### src/pkg/adcseq_map.svh
`ifndef ADCSEQ_MAP_SVH
`define ADCSEQ_MAP_SVH
// Notes on behaviour
// - Track resumes at conversion end until next fall
// - Host allows 100 ns acquisition before fall
// - Result is 10-bit straight binary, 1024 codes
// - Start powered down; power-up takes 1.5 us
// - Start-pin rising edge begins power-up
// - A start-pin falling edge starts a conversion only while tracking and not powered down
// - Host holds start pin low at power-on
// - Falling edge switches track to hold
// - Conversion lasts 2.3 us, then result latched
// - Pin level at completion chooses stay powered
// - High-speed mode keeps power between conversions
// - Start-pin rising edge enables serial port
// - Serial read allowed any time after rise
// - Early read shifts out previous result
// - Running read defers loading new result
// - Host waits 2.3 us before reading current
// - Early fall waits for power-up, then converts
// - Bits appear on serial clock rising edges
// - Ignore clocks after tenth; release on tenth fall

// ----------------------------------------------------------------------
// Timing and format constants
// ----------------------------------------------------------------------
`define ADCSEQ_CLK_NS 10
`define ADCSEQ_POWERUP_NS 1500
`define ADCSEQ_CONV_NS 2300
`define ADCSEQ_ACQ_NS 100
`define ADCSEQ_RES_BITS 10
`define ADCSEQ_FULL_SCALE 1024
`define ADCSEQ_SCLK_HALF 8
`define ADCSEQ_PULSE_CYC 20
`define ADCSEQ_SYNC_MARGIN 6
`define ADCSEQ_FIFO_DEPTH 8
`endif

### src/pkg/adcseq_pkg.sv
package adcseq_pkg;
    // Device power state
    typedef enum logic [1:0] {
        ADCSEQ_PWR_OFF,
        ADCSEQ_PWR_UP,
        ADCSEQ_PWR_ON
    } adcseq_pwr_type;

    // Device converter state
    typedef enum logic [1:0] {
        ADCSEQ_CV_TRACK,
        ADCSEQ_CV_PEND,
        ADCSEQ_CV_RUN
    } adcseq_conv_type;

    // Host sequencing state
    typedef enum logic [1:0] {
        ADCSEQ_H_IDLE,
        ADCSEQ_H_RISE,
        ADCSEQ_H_LOW,
        ADCSEQ_H_READ
    } adcseq_host_type;
endpackage

### src/pkg/adcseq_if.sv
`timescale 1ns/1ps
interface adcseq_if;
    logic conversion_start_n;
    logic sclk;
    logic dout;
    logic dout_oe;

    // Device end: listens to start and clock, drives data
    modport dev (
        input conversion_start_n,
        input sclk,
        output dout,
        output dout_oe
    );

    // Host end: drives start and clock, reads data
    modport host (
        output conversion_start_n,
        output sclk,
        input dout,
        input dout_oe
    );
endinterface

### src/hw/adcseq_host.sv
`timescale 1ns/1ps
`include "adcseq_map.svh"
module adcseq_fifo #(
    parameter int WIDTH = `ADCSEQ_RES_BITS,
    parameter int DEPTH = `ADCSEQ_FIFO_DEPTH
) (
    input wire logic core_clk,
    input wire logic reset,
    input wire logic in_valid,
    output logic in_ready,
    input wire logic [WIDTH-1:0] in_data,
    output logic out_valid,
    input wire logic out_ready,
    output logic [WIDTH-1:0] out_data
);
    localparam int AW = (DEPTH > 1) ? $clog2(DEPTH) : 1;

    initial begin
        if (DEPTH < 2 || (1 << AW) != DEPTH || WIDTH < 1) begin
            $error("adcseq_fifo: depth must be a power of two >= 2");
        end
    end

    logic [WIDTH-1:0] mem_q [DEPTH];
    logic [AW-1:0] wr_q, wr_d, rd_q, rd_d;
    logic [AW:0] cnt_q, cnt_d;
    logic push, pop;

    assign in_ready = (cnt_q != (AW + 1)'(DEPTH));
    assign out_valid = (cnt_q != '0);
    assign out_data = mem_q[rd_q];
    assign push = in_valid & in_ready;
    assign pop = out_valid & out_ready;

    // Pointer and occupancy update
    always_comb begin
        wr_d = push ? wr_q + 1'b1 : wr_q;
        rd_d = pop ? rd_q + 1'b1 : rd_q;
        cnt_d = cnt_q + (AW + 1)'(push) - (AW + 1)'(pop);
    end

    // Storage is written only, never reset
    always_ff @(posedge core_clk) begin
        if (push) begin
            mem_q[wr_q] <= in_data;
        end
    end

    always_ff @(posedge core_clk) begin
        if (reset) begin
            wr_q <= '0;
            rd_q <= '0;
            cnt_q <= '0;
        end else begin
            wr_q <= wr_d;
            rd_q <= rd_d;
            cnt_q <= cnt_d;
        end
    end
endmodule

module adcseq_host #(
    parameter int RES_BITS = `ADCSEQ_RES_BITS,
    parameter int FIFO_DEPTH = `ADCSEQ_FIFO_DEPTH
) (
    input wire logic core_clk,
    input wire logic reset,
    adcseq_if.host link,
    input wire logic start,
    input wire logic fast_mode,
    output logic busy,
    output logic word_valid,
    input wire logic word_ready,
    output logic [RES_BITS-1:0] word_data
);
    // ------------------------------------------------------------------
    // Derived cycle counts
    // ------------------------------------------------------------------
    localparam int CK = `ADCSEQ_CLK_NS;
    localparam int PU_CYC = (`ADCSEQ_POWERUP_NS + CK - 1) / CK;
    localparam int CONV_CYC = (`ADCSEQ_CONV_NS + CK - 1) / CK;
    localparam int ACQ_CYC = (`ADCSEQ_ACQ_NS + CK - 1) / CK;
    localparam int FAST_WAIT = CONV_CYC + ACQ_CYC + `ADCSEQ_SYNC_MARGIN;
    localparam int SLOW_WAIT = PU_CYC + FAST_WAIT;
    localparam int TW = 12;
    localparam int CW = $clog2(RES_BITS + 1);
    localparam int DW = 4;

    initial begin
        if (RES_BITS < 1 || SLOW_WAIT >= 4096 ||
            `ADCSEQ_SCLK_HALF >= 16 || `ADCSEQ_PULSE_CYC >= FAST_WAIT) begin
            $error("adcseq_host: unsupported parameters");
        end
    end

    // ------------------------------------------------------------------
    // Data input synchroniser
    // ------------------------------------------------------------------
    logic di_m_q, di_s_q;

    always_ff @(posedge core_clk) begin
        if (reset) begin
            di_m_q <= 1'b0;
            di_s_q <= 1'b0;
        end else begin
            di_m_q <= link.dout;
            di_s_q <= di_m_q;
        end
    end

    // ------------------------------------------------------------------
    // Sequencer
    // ------------------------------------------------------------------
    adcseq_pkg::adcseq_host_type st_q, st_d;
    logic cs_q, cs_d;
    logic sclk_q, sclk_d;
    logic fast_q, fast_d;
    logic [TW-1:0] cnt_q, cnt_d;
    logic [DW-1:0] div_q, div_d;
    logic [CW-1:0] bits_q, bits_d;
    logic [RES_BITS-1:0] shin_q, shin_d;
    logic push_q, push_d;
    logic fifo_ready;

    // Next-state logic; a full FIFO holds off the next conversion
    always_comb begin
        st_d = st_q;
        cs_d = cs_q;
        sclk_d = sclk_q;
        fast_d = fast_q;
        cnt_d = cnt_q;
        div_d = div_q;
        bits_d = bits_q;
        shin_d = shin_q;
        push_d = push_q & ~fifo_ready;
        case (st_q)
            adcseq_pkg::ADCSEQ_H_IDLE: begin
                if (start && fifo_ready && !push_q) begin
                    fast_d = fast_mode;
                    cnt_d = cs_q ? TW'(PU_CYC) : '0;
                    if (cs_q) begin
                        // Still powered from a fast cycle
                        cs_d = 1'b0;
                        st_d = adcseq_pkg::ADCSEQ_H_LOW;
                    end else begin
                        cs_d = 1'b1;
                        st_d = adcseq_pkg::ADCSEQ_H_RISE;
                    end
                end
            end
            adcseq_pkg::ADCSEQ_H_RISE: begin
                cnt_d = cnt_q + 1'b1;
                if (cnt_q == TW'(`ADCSEQ_PULSE_CYC - 1)) begin
                    cs_d = 1'b0;
                    cnt_d = '0;
                    st_d = adcseq_pkg::ADCSEQ_H_LOW;
                end
            end
            adcseq_pkg::ADCSEQ_H_LOW: begin
                cnt_d = cnt_q + 1'b1;
                // Pulse rearms the port; fast mode keeps the pin high
                if (cnt_q == TW'(PU_CYC + `ADCSEQ_PULSE_CYC - 1)) begin
                    cs_d = 1'b1;
                end
                if (cnt_q == TW'(PU_CYC + 2 * `ADCSEQ_PULSE_CYC - 1)) begin
                    cs_d = fast_q;
                end
                // Wait covers conversion plus acquisition margin
                if (cnt_q == TW'(SLOW_WAIT - 1)) begin
                    st_d = adcseq_pkg::ADCSEQ_H_READ;
                    div_d = '0;
                    bits_d = '0;
                end
            end
            adcseq_pkg::ADCSEQ_H_READ: begin
                div_d = div_q + 1'b1;
                if (div_q == DW'(`ADCSEQ_SCLK_HALF - 1)) begin
                    div_d = '0;
                    sclk_d = ~sclk_q;
                    if (sclk_q) begin
                        // Sample just before driving the falling edge
                        shin_d = {shin_q[RES_BITS-2:0], di_s_q};
                        bits_d = bits_q + 1'b1;
                        if (bits_q == CW'(RES_BITS - 1)) begin
                            push_d = 1'b1;
                            st_d = adcseq_pkg::ADCSEQ_H_IDLE;
                        end
                    end
                end
            end
            default: begin
                st_d = adcseq_pkg::ADCSEQ_H_IDLE;
            end
        endcase
    end

    // Start pin held low through reset so the device powers up quiet
    always_ff @(posedge core_clk) begin
        if (reset) begin
            st_q <= adcseq_pkg::ADCSEQ_H_IDLE;
            cs_q <= 1'b0;
            sclk_q <= 1'b0;
            fast_q <= 1'b0;
            cnt_q <= '0;
            div_q <= '0;
            bits_q <= '0;
            shin_q <= '0;
            push_q <= 1'b0;
        end else begin
            st_q <= st_d;
            cs_q <= cs_d;
            sclk_q <= sclk_d;
            fast_q <= fast_d;
            cnt_q <= cnt_d;
            div_q <= div_d;
            bits_q <= bits_d;
            shin_q <= shin_d;
            push_q <= push_d;
        end
    end

    adcseq_fifo #(
        .WIDTH(RES_BITS),
        .DEPTH(FIFO_DEPTH)
    ) u_fifo (
        .core_clk(core_clk),
        .reset(reset),
        .in_valid(push_q),
        .in_ready(fifo_ready),
        .in_data(shin_q),
        .out_valid(word_valid),
        .out_ready(word_ready),
        .out_data(word_data)
    );

    assign link.conversion_start_n = cs_q;
    assign link.sclk = sclk_q;
    assign busy = (st_q != adcseq_pkg::ADCSEQ_H_IDLE) | push_q;
endmodule

### src/flat_wrapper.sv
// flat-port wrapper written by rule: the top's interface ports become plain ports
module adcseq_host_flat 
#(
    parameter int RES_BITS = `ADCSEQ_RES_BITS,
    parameter int FIFO_DEPTH = `ADCSEQ_FIFO_DEPTH
)
  (core_clk, reset, start, fast_mode, busy, word_valid, word_ready, word_data, link_conversion_start_n, link_sclk, link_dout, link_dout_oe);
  adcseq_if link_i ();
  input wire logic core_clk;
  input wire logic reset;
  input wire logic start;
  input wire logic fast_mode;
  output logic busy;
  output logic word_valid;
  input wire logic word_ready;
  output logic [RES_BITS-1:0] word_data;
  output wire logic [$bits(link_i.conversion_start_n)-1:0] link_conversion_start_n;
  output wire logic [$bits(link_i.sclk)-1:0] link_sclk;
  input wire logic [$bits(link_i.dout)-1:0] link_dout;
  input wire logic [$bits(link_i.dout_oe)-1:0] link_dout_oe;
  assign link_conversion_start_n = link_i.conversion_start_n;
  assign link_sclk = link_i.sclk;
  assign link_i.dout = link_dout;
  assign link_i.dout_oe = link_dout_oe;
  adcseq_host #(.RES_BITS(RES_BITS), .FIFO_DEPTH(FIFO_DEPTH)) u_core (.core_clk(core_clk), .reset(reset), .link(link_i), .start(start), .fast_mode(fast_mode), .busy(busy), .word_valid(word_valid), .word_ready(word_ready), .word_data(word_data));
endmodule
### config.mk
export PLATFORM = sky130hd
export DESIGN_NAME = adcseq_host_flat
export DESIGN_NICKNAME = d
export VERILOG_FILES = /design/src/pkg/adcseq_pkg.sv /design/src/pkg/adcseq_if.sv /design/src/hw/adcseq_host.sv /design/src/flat_wrapper.sv
export VERILOG_INCLUDE_DIRS = /design/src /design/src/pkg
export SDC_FILE = /design/constraint.sdc
export NUM_CORES = 1
export LEC_CHECK = 0
export CELL_PAD_IN_SITES_DETAIL_PLACEMENT = 1
export CELL_PAD_IN_SITES_GLOBAL_PLACEMENT = 2
export CORE_ASPECT_RATIO = 0.6
export CORE_MARGIN = 2
export CORE_UTILIZATION = 30
export CTS_CLUSTER_DIAMETER = 40
export DETAILED_ROUTE_END_ITERATION = 8
export DONT_BUFFER_PORTS = 1
export GPL_ROUTABILITY_DRIVEN = 0
export PLACE_DENSITY = 0.55
export SKIP_CTS_REPAIR_TIMING = 1
export SYNTH_ARGS = -nofsm -noshare
export SYNTH_HDL_FRONTEND = slang
export SYNTH_HIERARCHICAL = 1
export SYNTH_SLANG_ARGS = --single-unit
### constraint.sdc
create_clock -name core_clk -period 3.21 [get_ports core_clk]
set_input_delay 0.1605 -clock core_clk [delete_from_list [all_inputs] [get_ports core_clk]]
set_output_delay 0.1605 -clock core_clk [all_outputs]
set_load 0.05 [all_outputs]
## Word-level counts from Yosys, hierarchy flattened

Memory sizes are Yosys's and may differ from the RTL's. A register that Yosys moved wholly into a read port is not among the register bits.
Index checks and enable logic that the tools add are counted.

| storage, ports and cells | value |
|---|---|
| register bits | 48 |
| RAM bits | 80 |
| input bits | 7 |
| output and inout port bits | 14 |
| memories | 1 |

| operators by class | value |
|---|---|
| add/sub/neg operators | 7 |
| equality and inequality tests | 17 |
| muxes and demuxes | 32 |
| bitwise operators | 6 |
| reduce and logical (&&, ||, !) cells | 16 |

Memories:

| memory | words | bits a word | read ports | clocked after memory_dff | write ports | line | text |
|---|---|---|---|---|---|---|---|
| u_core.u_fifo.mem_q | 8 | 10 | 1 | 1 | 1 | adcseq_host.sv:24 | `logic [WIDTH-1:0] mem_q [DEPTH];` |

Operators with widths:

| kind | number |
|---|---|
| 12-bit case mux with 3 select lines | 1 |
| 12-bit by 8-bit equality test with 1-bit output (second input constant) | 2 |
| 12-bit two-way mux | 2 |
| 4-bit two-way mux | 4 |
| 4-bit case mux with 2 select lines | 2 |
| 2-bit two-way mux | 7 |
| 12-bit by 1-bit adder with 12-bit output (second input constant) | 1 |
| 12-bit by 5-bit equality test with 1-bit output (second input constant) | 1 |
| 12-bit by 9-bit equality test with 1-bit output (second input constant) | 1 |
| 2-bit by 1-bit inequality test with 1-bit output (second input constant) | 6 |
| 1-bit two-way mux | 11 |
| 4-bit by 1-bit adder with 4-bit output (second input constant) | 2 |
| 8-bit two-way mux | 1 |
| 2-bit case mux with 4 select lines | 1 |
| 2-bit AND reduction | 4 |
| 4-bit AND reduction | 2 |
| 3-bit by 1-bit adder with 3-bit output (second input constant) | 2 |
| 3-bit two-way mux | 2 |
| 6-bit AND reduction | 1 |
| 4-bit by 1-bit adder with 4-bit output | 1 |
| 2-bit equality test (second input constant) | 2 |
| 4-bit by 3-bit equality test with 1-bit output (second input constant) | 1 |
| 4-bit equality test (second input constant) | 1 |
| 4-bit inequality test (second input constant) | 1 |
| 14 further kinds | 19 |

## Logic depth before layout (Yosys ltp)

Gate-level depths: netlist (run 1).

| depth | value |
|---|---|
| depth in word-level cells | 7 |
| depth in mapped cells | 10 |
| gate-level depth less buffers | 9 |

## Hierarchy

Netlist (run 1), hierarchy kept.

Modules (own cells, without submodules):

| module | instances | cells each | area an instance (um^2) | sequential area each (um^2) |
|---|---|---|---|---|
| adcseq_fifo | 1 | 195 | 3757.4 | 2662.6 |
| adcseq_host | 1 | 248 | 2089.5 | 760.7 |

## Worst setup path before layout (run 1)

OpenSTA, ideal clock, no wires.

| timing path | value |
|---|---|
| kind | register to register |
| start | reg u_core.u_fifo.cnt_q[2] |
| end | mem u_core/u_fifo/mem_q[0][0] (netlist name), enable pin |
| setup time | 404 ps |
| data arrival time | 1949 ps |
| data required time | 2806 ps |
| path slack | 858 ps |
| stages on the path, launching flop included | 7 |
| path buffers | 1 |
| clock period less this slack | 2352 ps |
| cell sequence | dfxtp_1 inv_1 ha_1 or3b_1 buf_2 nand2_1 nor4_1 |

| on the way | value |
|---|---|
| longest elaborated chain between the ends | 4 |

RTL lines:

| what | line | text |
|---|---|---|
| from (decl) | adcseq_host.sv:26 | `logic [AW:0] cnt_q, cnt_d;` |
| from (signal assigned) | adcseq_host.sv:57 | `cnt_q <= cnt_d;` |
| 4-bit inequality test | adcseq_host.sv:29 | `assign in_ready = (cnt_q != (AW + 1)'(DEPTH));` |
| named net u_core.fifo_ready | adcseq_host.sv:123 | `logic fifo_ready;` |
| 1-bit AND | adcseq_host.sv:32 | `assign push = in_valid & in_ready;` |
| 1-bit two-way mux | adcseq_host.sv:44 | `if (push) begin` |
| 1-bit two-way mux (not written as such) | adcseq_host.sv:45 | `mem_q[wr_q] <= in_data;` |
| to (decl) | adcseq_host.sv:24 |  |

The timed path passes the listed nets, and every way through them passes these cells.

## Worst setup path after layout (run 1)

| timing path | value |
|---|---|
| start | reg u_core.u_fifo.cnt_q[2] |
| end | reg u_core.u_fifo.cnt_q[2] |

| on the way | value |
|---|---|
| longest elaborated chain between the ends | 4 |

RTL lines:

| what | line | text |
|---|---|---|
| 4-bit inequality test | adcseq_host.sv:29 |  |
| 1-bit AND | adcseq_host.sv:32 |  |
| 4-bit by 1-bit adder with 4-bit output | adcseq_host.sv:39 | `cnt_d = cnt_q + (AW + 1)'(push) - (AW + 1)'(pop);` |
| 4-bit by 1-bit subtractor with 4-bit output * | adcseq_host.sv:39 |  |

Mark *: on every way between the ends. The rest lies on a longest branch, timed or not.
A chain may end at the register's enable or synchronous reset.

==> impl_results.md, run 1 <==
* IO Pins at 21
* Commonest non-fill, non-tap cell in the layout: edfxtp_1
* Commonest non-fill, non-tap cells in the layout: edfxtp_1 (80), dfxtp_1 (51), nand2_1 (38)
* CTS tree: done
* Critical Path AT at approximately 2.7 ns
* First-pass GRT wire length at 21600 um
* Routed WL at ~14000 um
* Final #Nets at 482
* Clock skew at 0.00900 ns
* Pre-Repair DR Iteration Count at 4
* Outcome: finished clean
* Worst setup path category: register to register
* Worst-path fanout max at 6
* Sequential fraction of the synthesis area at 58.5%
* Antenna violations before repair at 0
* Die W at 184 um
* Final hold viol count at 0
* Number of remaining DRC errors at 0
* CP max stage delay at 0.42 ns
* Final ANT Viol Nets at 0
* Cell Count, Final, Fillers Out at approximately 740
* Clock slew at reported path FFs at 0.06 ns
* Worst-Margin Slew at 0.865 ns
* Critical-path top delay cell: nor3b_1
* CP required at 3.52 ns
* Peak Freq at 424 MHz
* Root Driver: clkbuf_16
* Worst Setup End Kind: register
* Leak pwr at 2.23 nW
* H-tree depth at 4
* Dpl cells at 700
* Rel. slew slack at 41.6%
* Syn Inst Count at around 440
* Clock latency on the worst-skew pair at 0.42 ns
* Mean area per synthesized cell at 13.2 sq um
* RSZ-0062 raised after global routing: no
* Max-cap violations at 0
* Final slew viol count at 0
* Clock tree buffer depth at 2
* Worst min-delay path class: primary input to register
* Setup tns final at 0 ns
* Yosys reg bits at about 130
* CTS Buf Count at 17
* DR vias/cell at 4.96
* Yosys warnings at 6
* Clk sinks at roughly 130
* Power Dens Cells at around 760 nW/um^2
* Number of fill cells at 2020
* Post-synth EDFFs at 80
* Post-Syn Nets at 468
* Dpl hpwl at 8930 um
* IO buf count at 0
* Dominant synthesized flop cell: edfxtp_1
* DRT iter0 DRCs at 185
* Die Ht at approximately 110 um
* CP bufs+invs at 1
* Critical path startpoint category: register
* Initial Utilization at about 31%
* Rows at 39
* Largest net degree at the start of global routing at 57
* Core area at 19100 sq um
* Total global routing overflow at 0
* Share of layout cells above drive strength 1 at 17.0%
* Fin crit share at roughly 73%
* DIE AREA at 20700 sq um
* Via Count at 3650
* Post-synth ARST share at 0%
* Area Overhead vs Synth at 16.3%
* Synth cell types at 62
* Worst IR drop on VDD at 0.000354 V
* Synth Cell Area at 5850 sq um
* CP top delay family: adder cells
* WL/cell at 18.8 um
* All-Layer GR Usage at 14.2%
* Total inserted antenna cells at 0
* Number of global-route vias before repair at approximately 3700
* Min Tclk post-route at 2.36 ns
* Crit-path cells: inv_1 -> ha_1 -> nor3b_1 -> nor2b_1 -> xnor2_1 -> ha_1 -> fa_1 -> xnor2_1 -> nor2_1
* Setup-failing EPs final at 0
-- sequential cells by signal (all words and copies together), names as in the netlist, named ones only --
signal and count:
u_core/u_fifo/mem_q 80, u_core/cnt_q 12, u_core/shin_q 10, u_core/bits_q 4, u_core/div_q 4, u_core/u_fifo/cnt_q 4
u_core/u_fifo/rd_q 3, u_core/u_fifo/wr_q 3, u_core/st_q 2, u_core/di_m_q 1, u_core/di_s_q 1, u_core/fast_q 1
u_core/link.conversion_start_n 1, u_core/link.sclk 1, u_core/push_q 1
-- cell type report --
| class | instances | area, sq um | area share, % |
|---|---|---|---|
| Timing Repair Buffer | 17 | 155 | 2.28 |
| Sequential cell | 131 | 3420 | 50.3 |
| Tap cell | 266 | 333 | 4.89 |
| Multi-Input combinational cell | 274 | 2250 | 33.2 |
| Inverter | 16 | 60.1 | 0.883 |
| Clock buffer | 18 | 429 | 6.31 |
| Clock inverter | 14 | 145 | 2.13 |
-- layer usage --
metal,vias to the layer above,GRT usage [%],share of wire [%]
met3,11,3.54,4.3
met2,53,20.0,42
met4,0,5.44,1.2
met1,1854,20.8,52
met5,-,0,0
li1,1732,-,-
-- logic make-up (layout without fill, tap and decap cells) --
logic type / count (synthesis) / after routing / synth area share, %
xor+xnor: 4 / 4 / 0.599
buf+inv: 38 / 65 / 3.00
fa+ha+maj: 18 / 18 / 3.98
compound gates: 70 / 70 / 8.28
flops: 131 / 131 / 58.5
mux: 42 / 42 / 12.4
simple gates: 140 / 140 / 13.2
-- cell usage after synthesis, types with 6 or more instances --
library cell	number	area [sq um]
edfxtp_1	80	2400
dfxtp_1	51	1020
nand2_1	38	143
a21oi_1	27	135
ha_1	17	213
inv_1	16	60.1
nand2b_1	15	93.8
nand3_1	14	70.1
nor2_1	14	52.6
mux2_2	13	146
clkbuf_1	12	45.0
mux4_2	11	248
nor2b_1	10	62.6
mux4_1	9	236
mux2i_1	8	80.1
o21ai_0	7	35.0
or3_1	6	37.5
-- report_power, final --
part           switching [mW]  internal (mW)
logic                   0.853          0.494
clock network           0.795           1.09
registers               0.119           1.84
total                    1.77           3.43
-- metrics by stage --
stage / area [sq um] / util (%) / total power [mW] / setup slack, ns / hold slack (ns)
after floorplan: 5850 / - / 3.08 / 0.858 / 0.289
after global placement: 6170 / 32.3 / 3.31 / 0.866 / 0.237
after detailed placement: 6170 / 32.3 / 3.34 / 0.838 / 0.239
after CTS: 6740 / 35.3 / 5.25 / 0.824 / -0.221
after global routing: 6800 / 35.6 / 5.48 / 0.585 / 0.00729
final: 6800 / 35.6 / 5.20 / 0.853 / 0.00729
-- worst reg2reg max path, cell delays in order, from the launching register on --
cell and delay, ns:
dfxtp_1 0.30, inv_1 0.10, ha_1 0.15, nor3b_1 0.42
nor2b_1 0.29, xnor2_1 0.20, ha_1 0.23, fa_1 0.38
xnor2_1 0.14, nor2_1 0.05
-- worst paths after layout --
path	from	end	slack, ns	cells after the start
worst min register to register	u_core/di_s_q	u_core/shin_q[0]	0.44	2
worst max-delay path	u_core/u_fifo/cnt_q[2]	u_core/u_fifo/cnt_q[2]	0.85	9
worst min-delay path	reset	u_core/u_fifo/wr_q[2]	0.007	2
worst max register to register	u_core/u_fifo/cnt_q[2]	u_core/u_fifo/cnt_q[2]	0.85	9
Power figures use the tool's default switching activity.
==> run 2, diff against run 1 <==
--- a/config.mk
+++ b/config.mk
@@ -6,6 +6,7 @@
 export SDC_FILE = /design/constraint.sdc
 export NUM_CORES = 1
 export LEC_CHECK = 0
+export ABC_AREA = 1
 export CELL_PAD_IN_SITES_DETAIL_PLACEMENT = 1
 export CELL_PAD_IN_SITES_GLOBAL_PLACEMENT = 2
 export CORE_ASPECT_RATIO = 0.6
@@ -15,7 +16,7 @@
 export DETAILED_ROUTE_END_ITERATION = 8
 export DONT_BUFFER_PORTS = 1
 export GPL_ROUTABILITY_DRIVEN = 0
-export PLACE_DENSITY = 0.55
+export PLACE_DENSITY = 0.62
 export SKIP_CTS_REPAIR_TIMING = 1
 export SYNTH_ARGS = -nofsm -noshare
 export SYNTH_HDL_FRONTEND = slang
==> constraint.sdc (replaced) <==
create_clock -name core_clk -period 2.4 [get_ports core_clk]
set_input_delay 0.12 -clock core_clk [delete_from_list [all_inputs] [get_ports core_clk]]
set_output_delay 0.12 -clock core_clk [all_outputs]
set_load 0.05 [all_outputs]
==> run 2 against run 1 <==
Net effect: clock skew is essentially flat; largest power group is now combinational logic; count of clock-buffer cells in the layout grew 4; sequential cell count is the same; total power grew 53%; register-to-register slack lost 0.61 ns; wire length grew 25%; largest cell class unchanged.
==> impl_results.md, run 2 <==
* Outcome: finished clean (unchanged)
* DR vias/cell at 4.51 (was 4.96)
* Worst hold path depth at 4 (was 2)
* Via Count at 4808 (was 3650)
* Critical Path AT at 2.44 ns (was 2.66 ns)
* Post-Synth Simple-Gate Area at 26.5% (was 13.2%)
* Largest family of logic cells by synthesized area: simple AND/OR/NAND/NOR gates (unchanged)
* Final hold viol count at 0 (unchanged)
* Worst setup path category: register to register (unchanged)
* Post-synth ARST share at 0% (unchanged)
* XOR/XNOR Fraction of Synth Area at 0.831% (was 0.599%)
* CTS Buf Count at 17 (unchanged)
* Pre-Repair DR Iteration Count at 4 (unchanged)
* Design Area, Final at 7500 sq um (was 6800 sq um)
* Routed WL at 17200 um (was 13800 um)
* Yosys reg bits at 131 (unchanged)
* Yosys warnings at 6 (unchanged)
* WL/cell at 16.2 um (was 18.8 um)
* All-Layer GR Usage at 16.7% (was 14.2%)
* Fin crit share at 89.8% (was 73.4%)
* Crit-path cells: inv_1 -> ha_1 -> a21boi_2 -> inv_1 -> nand2_1 -> nand2_1 -> ha_1 -> fa_1 -> xnor2_1 -> nor2_1 (was inv_1 -> ha_1 -> nor3b_1 -> nor2b_1 -> xnor2_1 -> ha_1 -> fa_1 -> xnor2_1 -> nor2_1)
* DIE AREA at 22300 sq um (was 20700 sq um)
* Number of remaining DRC errors at 0 (unchanged)
* Rows at 41 (was 39)
* Peak Freq at 464 MHz (was 424 MHz)
* Min Tclk post-route at 2.15 ns (was 2.36 ns)
* Synth top cells by count: nand2_1 (198), inv_1 (123), edfxtp_1 (80) (was edfxtp_1 (80), dfxtp_1 (51), nand2_1 (38))
* Synth area leader: edfxtp_1 (unchanged)
* Commonest non-fill, non-tap cells in the layout: nand2_1 (198), inv_1 (123), edfxtp_1 (80) (was edfxtp_1 (80), dfxtp_1 (51), nand2_1 (38))
* Power Dens Cells at 1060 nW/um^2 (was 764 nW/um^2)
* Critical path startpoint category: register (unchanged)
* Hold WS at 0.00655 ns (was 0.00729 ns)
* Mean area per synthesized cell at 8.51 sq um (was 13.2 sq um)
* Worst min-delay path class: primary input to register (unchanged)
* Critical-path top delay cell: fa_1 (was nor3b_1)
* Depth of the worst register-to-register path at 10 (was 9)
* Clock tree buffer depth at 2 (unchanged)
* CP top delay family: adder cells (unchanged)
* Synth area leaders: edfxtp_1 (38%), dfxtp_1 (16%), nand2_1 (12%) (was edfxtp_1 (41%), dfxtp_1 (17%), mux4_2 (4.2%))
* Largest Register: u_core/u_fifo/mem_q (unchanged)
* CP required at 2.68 ns (was 3.52 ns)
* Initial Utilization at 30.4% (was 30.6%)
* Number of fill cells at 2451 (was 2020)
* Total global routing overflow at 0 (unchanged)
* Setup-failing EPs final at 0 (unchanged)
* Worst Setup End Kind: register (unchanged)
* Clk sinks at 131 (unchanged)
* Dpl hpwl at 11800 um (was 8930 um)
* Synth Area in Adders at 3.68% (was 3.98%)
* Dpl cell area at 6850 sq um (was 6170 sq um)
* Clock latency on the worst-skew pair at 0.43 ns (was 0.42 ns)
* Max reg flops at 80 (unchanged)
* Share of layout cells above drive strength 1 at 12.6% (was 17.0%)
* CP bufs+invs at 2 (was 1)
* Leak pwr at 3.13 nW (was 2.23 nW)
* Die W at 191 um (was 184 um)
* Worst-path fanout max at 5 (was 6)
* Final #Nets at 798 (was 482)
* Rel. slew slack at 52.1% (was 41.6%)
* Clock slew at reported path FFs at 0.06 ns (about the same)
* Final worst slack at 0.245 ns (was 0.853 ns)
* Core area at 20800 sq um (was 19100 sq um)
* Commonest non-fill, non-tap cell in the layout: nand2_1 (was edfxtp_1)
* Synth cell types at 38 (was 62)
* Post-Place Setup Slack at 0.276 ns (was 0.838 ns)
* CP max stage delay at 0.39 ns (was 0.42 ns)
* IO Pins at 21 (unchanged)
* Worst IR drop on VDD at 0.000463 V (was 0.000354 V)
* Total inserted antenna cells at 0 (unchanged)
* Multiplexer share of the synthesized area at 0% (was 12.4%)
* Largest net degree at the start of global routing at 41 (was 57)
* RSZ-0062 raised after global routing: no (unchanged)
* Max-cap violations at 0 (unchanged)
* Largest registers: u_core/u_fifo/mem_q: 80 flops, u_core/cnt_q: 12 flops, u_core/shin_q: 10 flops (unchanged)
* Area Overhead vs Synth at 18.6% (was 16.3%)
* Worst-Margin Slew at 0.717 ns (was 0.865 ns)
* Post-Syn Nets at 768 (was 468)
* IO buf count at 0 (unchanged)
* Final ANT Viol Nets at 0 (unchanged)
* Final slew viol count at 0 (unchanged)
* Synth Cell Area at 6320 sq um (was 5850 sq um)
* Post-synth EDFFs at 80 (unchanged)
* Dominant synthesized flop cell: edfxtp_1 (unchanged)
* Sequential fraction of the synthesis area at 54.1% (was 58.5%)
* Die Ht at 116 um (was 112 um)
* Number of global-route vias before repair at 4992 (was 3716)
* H-tree depth at 4 (unchanged)
* Antenna violations before repair at 0 (unchanged)
* First-pass GRT wire length at 27500 um (was 21600 um)
* Most numerous cell in the Yosys netlist: nand2_1 (was edfxtp_1)
* Clock skew at 0.00859 ns (was 0.00900 ns)
* Share of the synthesized area in the top cell type at 38.0% (was 41.1%)
* Root Driver: clkbuf_16 (unchanged)
* Synth Area in Compound Gates at 4.63% (was 8.28%)
* DRT iter0 DRCs at 310 (was 185)
* WP depth at 10 (was 9)
* Setup tns final at 0 ns (unchanged)
* Syn Inst Count at 743 (was 443)
* CTS tree: done (unchanged)
[run 2: cell types whose count changed in the layout (fill, tap and decap cells not counted), moves of 8 or more]
cell      previous run  this run
nand2_2              0        21
o21ai_0              7        22
mux2i_1              8         0
inv_1               16       123
nor2_1              14        79
mux4_1               9         0
buf_12               0        10
mux4_2              11         0
mux2_2              13         0
nand3_1             14        58
nand2b_1            15         0
nand2_1             38       198
nor2b_1             10         0
[run 2: power by group]
group,total [mW],switching [mW],internal (mW)
combinational,2.74,1.82,0.915
clock,2.63,1.02,1.61
sequential,2.60,0.123,2.48
total,7.96,2.96,5.00
[run 2: worst reg2reg max path, delay by kind of cell, from the launching register on]
| family | cells | cell delay, ns |
|---|---|---|
| AOI/OAI and AO/OA | 1 | 0.27 |
| xor gates and xnor gates | 1 | 0.18 |
| adders and majority gates | 3 | 0.84 |
| buffers and inverters | 2 | 0.15 |
| DFF | 1 | 0.31 |
| and+or+nand+nor | 3 | 0.27 |
[run 2: cell type report]
type	count	area (sq um)	area share, %
Tap cell	279	349	4.65
Clock buffer	22	507	6.76
Inverter	130	495	6.61
Sequential cell	131	3420	45.6
Multi-Input combinational cell	461	2250	30.1
Timing Repair Buffer	32	378	5.04
Clock inverter	10	93.8	1.25
[run 2: cell families (layout without fill, tap and decap cells)]
| family | after synthesis | count (layout) |
|---|---|---|
| buffers and inverters | 151 | 194 |
| DFF | 131 | 131 |
| and+or+nand+nor | 384 | 384 |
| AOI/OAI and AO/OA | 53 | 53 |
| adders and majority gates | 18 | 18 |
| xor gates and xnor gates | 6 | 6 |
[run 2: final timing paths]
check / slack (ns) / from / end
max: 0.25 / u_core/u_fifo/cnt_q[2] / u_core/u_fifo/cnt_q[2]
min: 0.007 / word_ready / register
max reg2reg: 0.25 / u_core/u_fifo/cnt_q[2] / u_core/u_fifo/cnt_q[2]
min reg2reg: 0.41 / u_core/di_m_q / u_core/di_s_q
[run 2: per-layer routing]
metal / track usage [%] / up-vias / share of wire, %
li1: - / 2406 / -
met1: 24.0 / 2345 / 54
met2: 25.1 / 44 / 42
met3: 3.67 / 13 / 2.9
met4: 5.23 / 0 / 1.1
met5: 0 / - / 0
[run 2: per-stage QoR]
| step | cells | util, % | power, mW |
|---|---|---|---|
| after CTS | 1060 | 35.8 | 8.06 |
| after floorplan | 743 | - | 4.53 |
| after global placement | 1028 | 32.9 | 5.32 |
| after detailed placement | 1028 | 32.9 | 5.39 |
| after global routing | 1065 | 36.0 | 8.46 |
| final | 1065 | 36.0 | 7.96 |
==> run 3, diff against run 2 <==
--- a/config.mk
+++ b/config.mk
@@ -10,7 +10,6 @@
 export CELL_PAD_IN_SITES_DETAIL_PLACEMENT = 1
 export CELL_PAD_IN_SITES_GLOBAL_PLACEMENT = 2
 export CORE_ASPECT_RATIO = 0.6
-export CORE_MARGIN = 2
 export CORE_UTILIZATION = 30
 export CTS_CLUSTER_DIAMETER = 40
 export DETAILED_ROUTE_END_ITERATION = 8
==> constraint.sdc (replaced) <==
create_clock -name core_clk -period 2.7 [get_ports core_clk]
set_input_delay 0.405 -clock core_clk [delete_from_list [all_inputs] [get_ports core_clk]]
set_output_delay 0.405 -clock core_clk [all_outputs]
set_load 0.05 [all_outputs]
==> run 3 against run 2 <==
Net effect: sequential cell count is the same; critical path type is now register to output pin; critical path depth down 2; count of clock-buffer cells in the layout shrank 5; sequential power decreased by 10%; critical endpoint is now word_data[0]; largest power group is now the clock network; total power decreased by 12%.
==> impl_results.md, run 3 (synthesized netlist as in run 2, its figures left out) <==
* Leak pwr at 3.27 nW (was 3.13 nW)
* Max reg flops at 80 (unchanged)
* Critical path startpoint category: register (unchanged)
* Clock power frac at 35.0% (was 33.0%)
* Setup-failing EPs final at 0 (unchanged)
* Number of fill cells at 2416 (was 2451)
* CTS tree: done (unchanged)
* Total inserted antenna cells at 0 (unchanged)
* Final slew viol count at 0 (unchanged)
* Sequential Area at 3420 sq um (unchanged)
* Power Dens Cells at 943 nW/um^2 (was 1060 nW/um^2)
* Number of remaining DRC errors at 0 (unchanged)
* Share of layout cells above drive strength 1 at 12.6% (about the same)
* Min Tclk post-route at 2.29 ns
* CTS Buf Count at 17 (unchanged)
* Combinational Power Share at 31.8% (was 34.3%)
* Routed WL at 16700 um (was 17200 um)
* Reg power frac at 33.2% (was 32.7%)
* Root Driver: clkbuf_16 (unchanged)
* Clock tree buffer depth at 2 (unchanged)
* Die W at 189 um (was 191 um)
* Rows at 40 (was 41)
* Final #Nets at 791 (was 798)
* CP required at 2.30 ns (was 2.68 ns)
* All-Layer GR Usage at 16.9% (was 16.7%)
* Largest registers: u_core/u_fifo/mem_q: 80 flops, u_core/cnt_q: 12 flops, u_core/shin_q: 10 flops (unchanged)
* Clock slew at reported path FFs at 0.06 ns (about the same)
* Clock skew at 0.00762 ns (was 0.00859 ns)
* Worst-path fanout max at 40 (was 5)
* Clk sinks at 131 (unchanged)
* Clock latency on the worst-skew pair at 0.42 ns (was 0.43 ns)
* Final hold viol count at 0 (unchanged)
* Int Pwr at 4.49 mW (was 5.00 mW)
* Core area at 20300 sq um (was 20800 sq um)
* Pre-Repair DR Iteration Count at 4 (unchanged)
* Final ANT Viol Nets at 0 (unchanged)
* Area Overhead vs Synth at 17.9% (was 18.6%)
* First-pass GRT wire length at 27200 um (was 27500 um)
* Dpl hpwl at 11700 um (was 11800 um)
* R2R Setup Slk at 0.57 ns (was 0.25 ns)
* Core Util, Final at 36.7% (was 36.0%)
* Die Ht at 114 um (was 116 um)
* Total global routing overflow at 0 (unchanged)
* Multi-input combinational cell area at 2250 sq um (unchanged)
* Rel. slew slack at 52.2% (was 52.1%)
* Via Count at 4762 (was 4808)
* DR vias/cell at 4.53 (was 4.51)
* Setup tns final at 0 ns (unchanged)
* Worst-Margin Slew at 0.716 ns (was 0.717 ns)
* Cell Count, Final, Fillers Out at 1052 (was 1065)
* DRT iter0 DRCs at 245 (was 310)
* Worst IR drop on VDD at 0.000408 V (was 0.000463 V)
* Sw Share at 36.2% (was 37.2%)
* Worst Setup End Kind: output pin (was register)
* Switching power at 2.55 mW (was 2.96 mW)
* Fin crit share at around 85%
* Peak Freq at 437 MHz
* Power Total at 7.03 mW (was 7.96 mW)
* Commonest non-fill, non-tap cells in the layout: nand2_1 (198), inv_1 (123), edfxtp_1 (80) (unchanged)
* Max-cap violations at 0 (unchanged)
* H-tree depth at 4 (unchanged)
* Initial Utilization at 31.1% (was 30.4%)
* Largest net degree at the start of global routing at 41 (unchanged)
* Largest Register: u_core/u_fifo/mem_q (unchanged)
* Worst setup path category: register to output pin (was register to register)
* Antenna violations before repair at 0 (unchanged)
* Number of global-route vias before repair at 4916 (was 4992)
* RSZ-0062 raised after global routing: no (unchanged)
* DIE AREA at 21700 sq um (was 22300 sq um)
* Worst min-delay path class: primary input to register (unchanged)
* Outcome: finished clean (unchanged)
* Critical Path AT at 1.88 ns (was 2.44 ns)
* IO Pins at 21 (unchanged)
* Commonest non-fill, non-tap cell in the layout: nand2_1 (unchanged)
* IO buf count at 0 (unchanged)
* WL/cell at 15.9 um (was 16.2 um)
* Dpl cells at 1020 (was 1028)
-- run 3: cell count changes in the layout (fill, tap and decap cells not counted), sizes merged --
cell / previous run / this run
bufinv: 1 / 4
clkinv: 5 / 6
clkbuf: 22 / 17
buf: 27 / 25
inv: 132 / 133
dlygate4sd3: 5 / 0
-- run 3: per-stage QoR --
stage / hold WS (ns) / setup WS [ns] / instance area [sq um]
detailed placement: 0.399 / 0.620 / 6830
global route: 0.0298 / 0.205 / 7460
CTS: 0.0327 / 0.334 / 7460
floorplan: 0.388 / 0.830 / 6320
finish: 0.0506 / 0.412 / 7460
global placement: 0.393 / 0.635 / 6830
-- run 3: cell type report --
cell class	count	area share, %
inverters	130	6.65
clock buffers	17	5.71
repair buffers	25	4.20
well taps	273	4.58
multi-input cells	461	30.2
clock inverters	15	2.72
flip-flops and latches	131	45.9
-- run 3: routing by layer --
layer | vias up | global-route usage (%) | part of all wire [%]
li1 | 2386 | - | -
met1 | 2299 | 24.6 | 54
met2 | 59 | 24.5 | 41
met3 | 18 | 3.62 | 3.5
met4 | 0 | 6.34 | 1.5
met5 | - | 0 | 0
-- run 3: worst max-delay path: stages, from the launching register on --
cell and delay, ns:
dfxtp_1 0.31, buf_4 0.19, inv_6 0.28, nand2_1 0.09, nand3_1 0.08, nand2_1 0.08, nand2_1 0.06, nand2_1 0.14
buf_12 0.19
-- run 3: power by group through the flow --
stage	clock [mW]	combinational, mW	sequential [mW]
2_1_floorplan	0	1.57	2.34
3_5_place_dp	0	2.26	2.38
5_1_grt	2.61	2.47	2.35
4_1_cts	2.53	2.27	2.34
3_3_place_gp	0	2.20	2.37
6_report	2.46	2.23	2.34
-- run 3: path summary, 6_finish.rpt --
kind / end / startpoint / depth (start not counted)
hold reg to reg: u_core/di_s_q / u_core/di_m_q / 2
hold / removal: u_core/div_q[1] / reset / 1
setup reg to reg: u_core/u_fifo/cnt_q[2] / u_core/u_fifo/cnt_q[2] / 10
setup / recovery: word_data[0] / register / 8
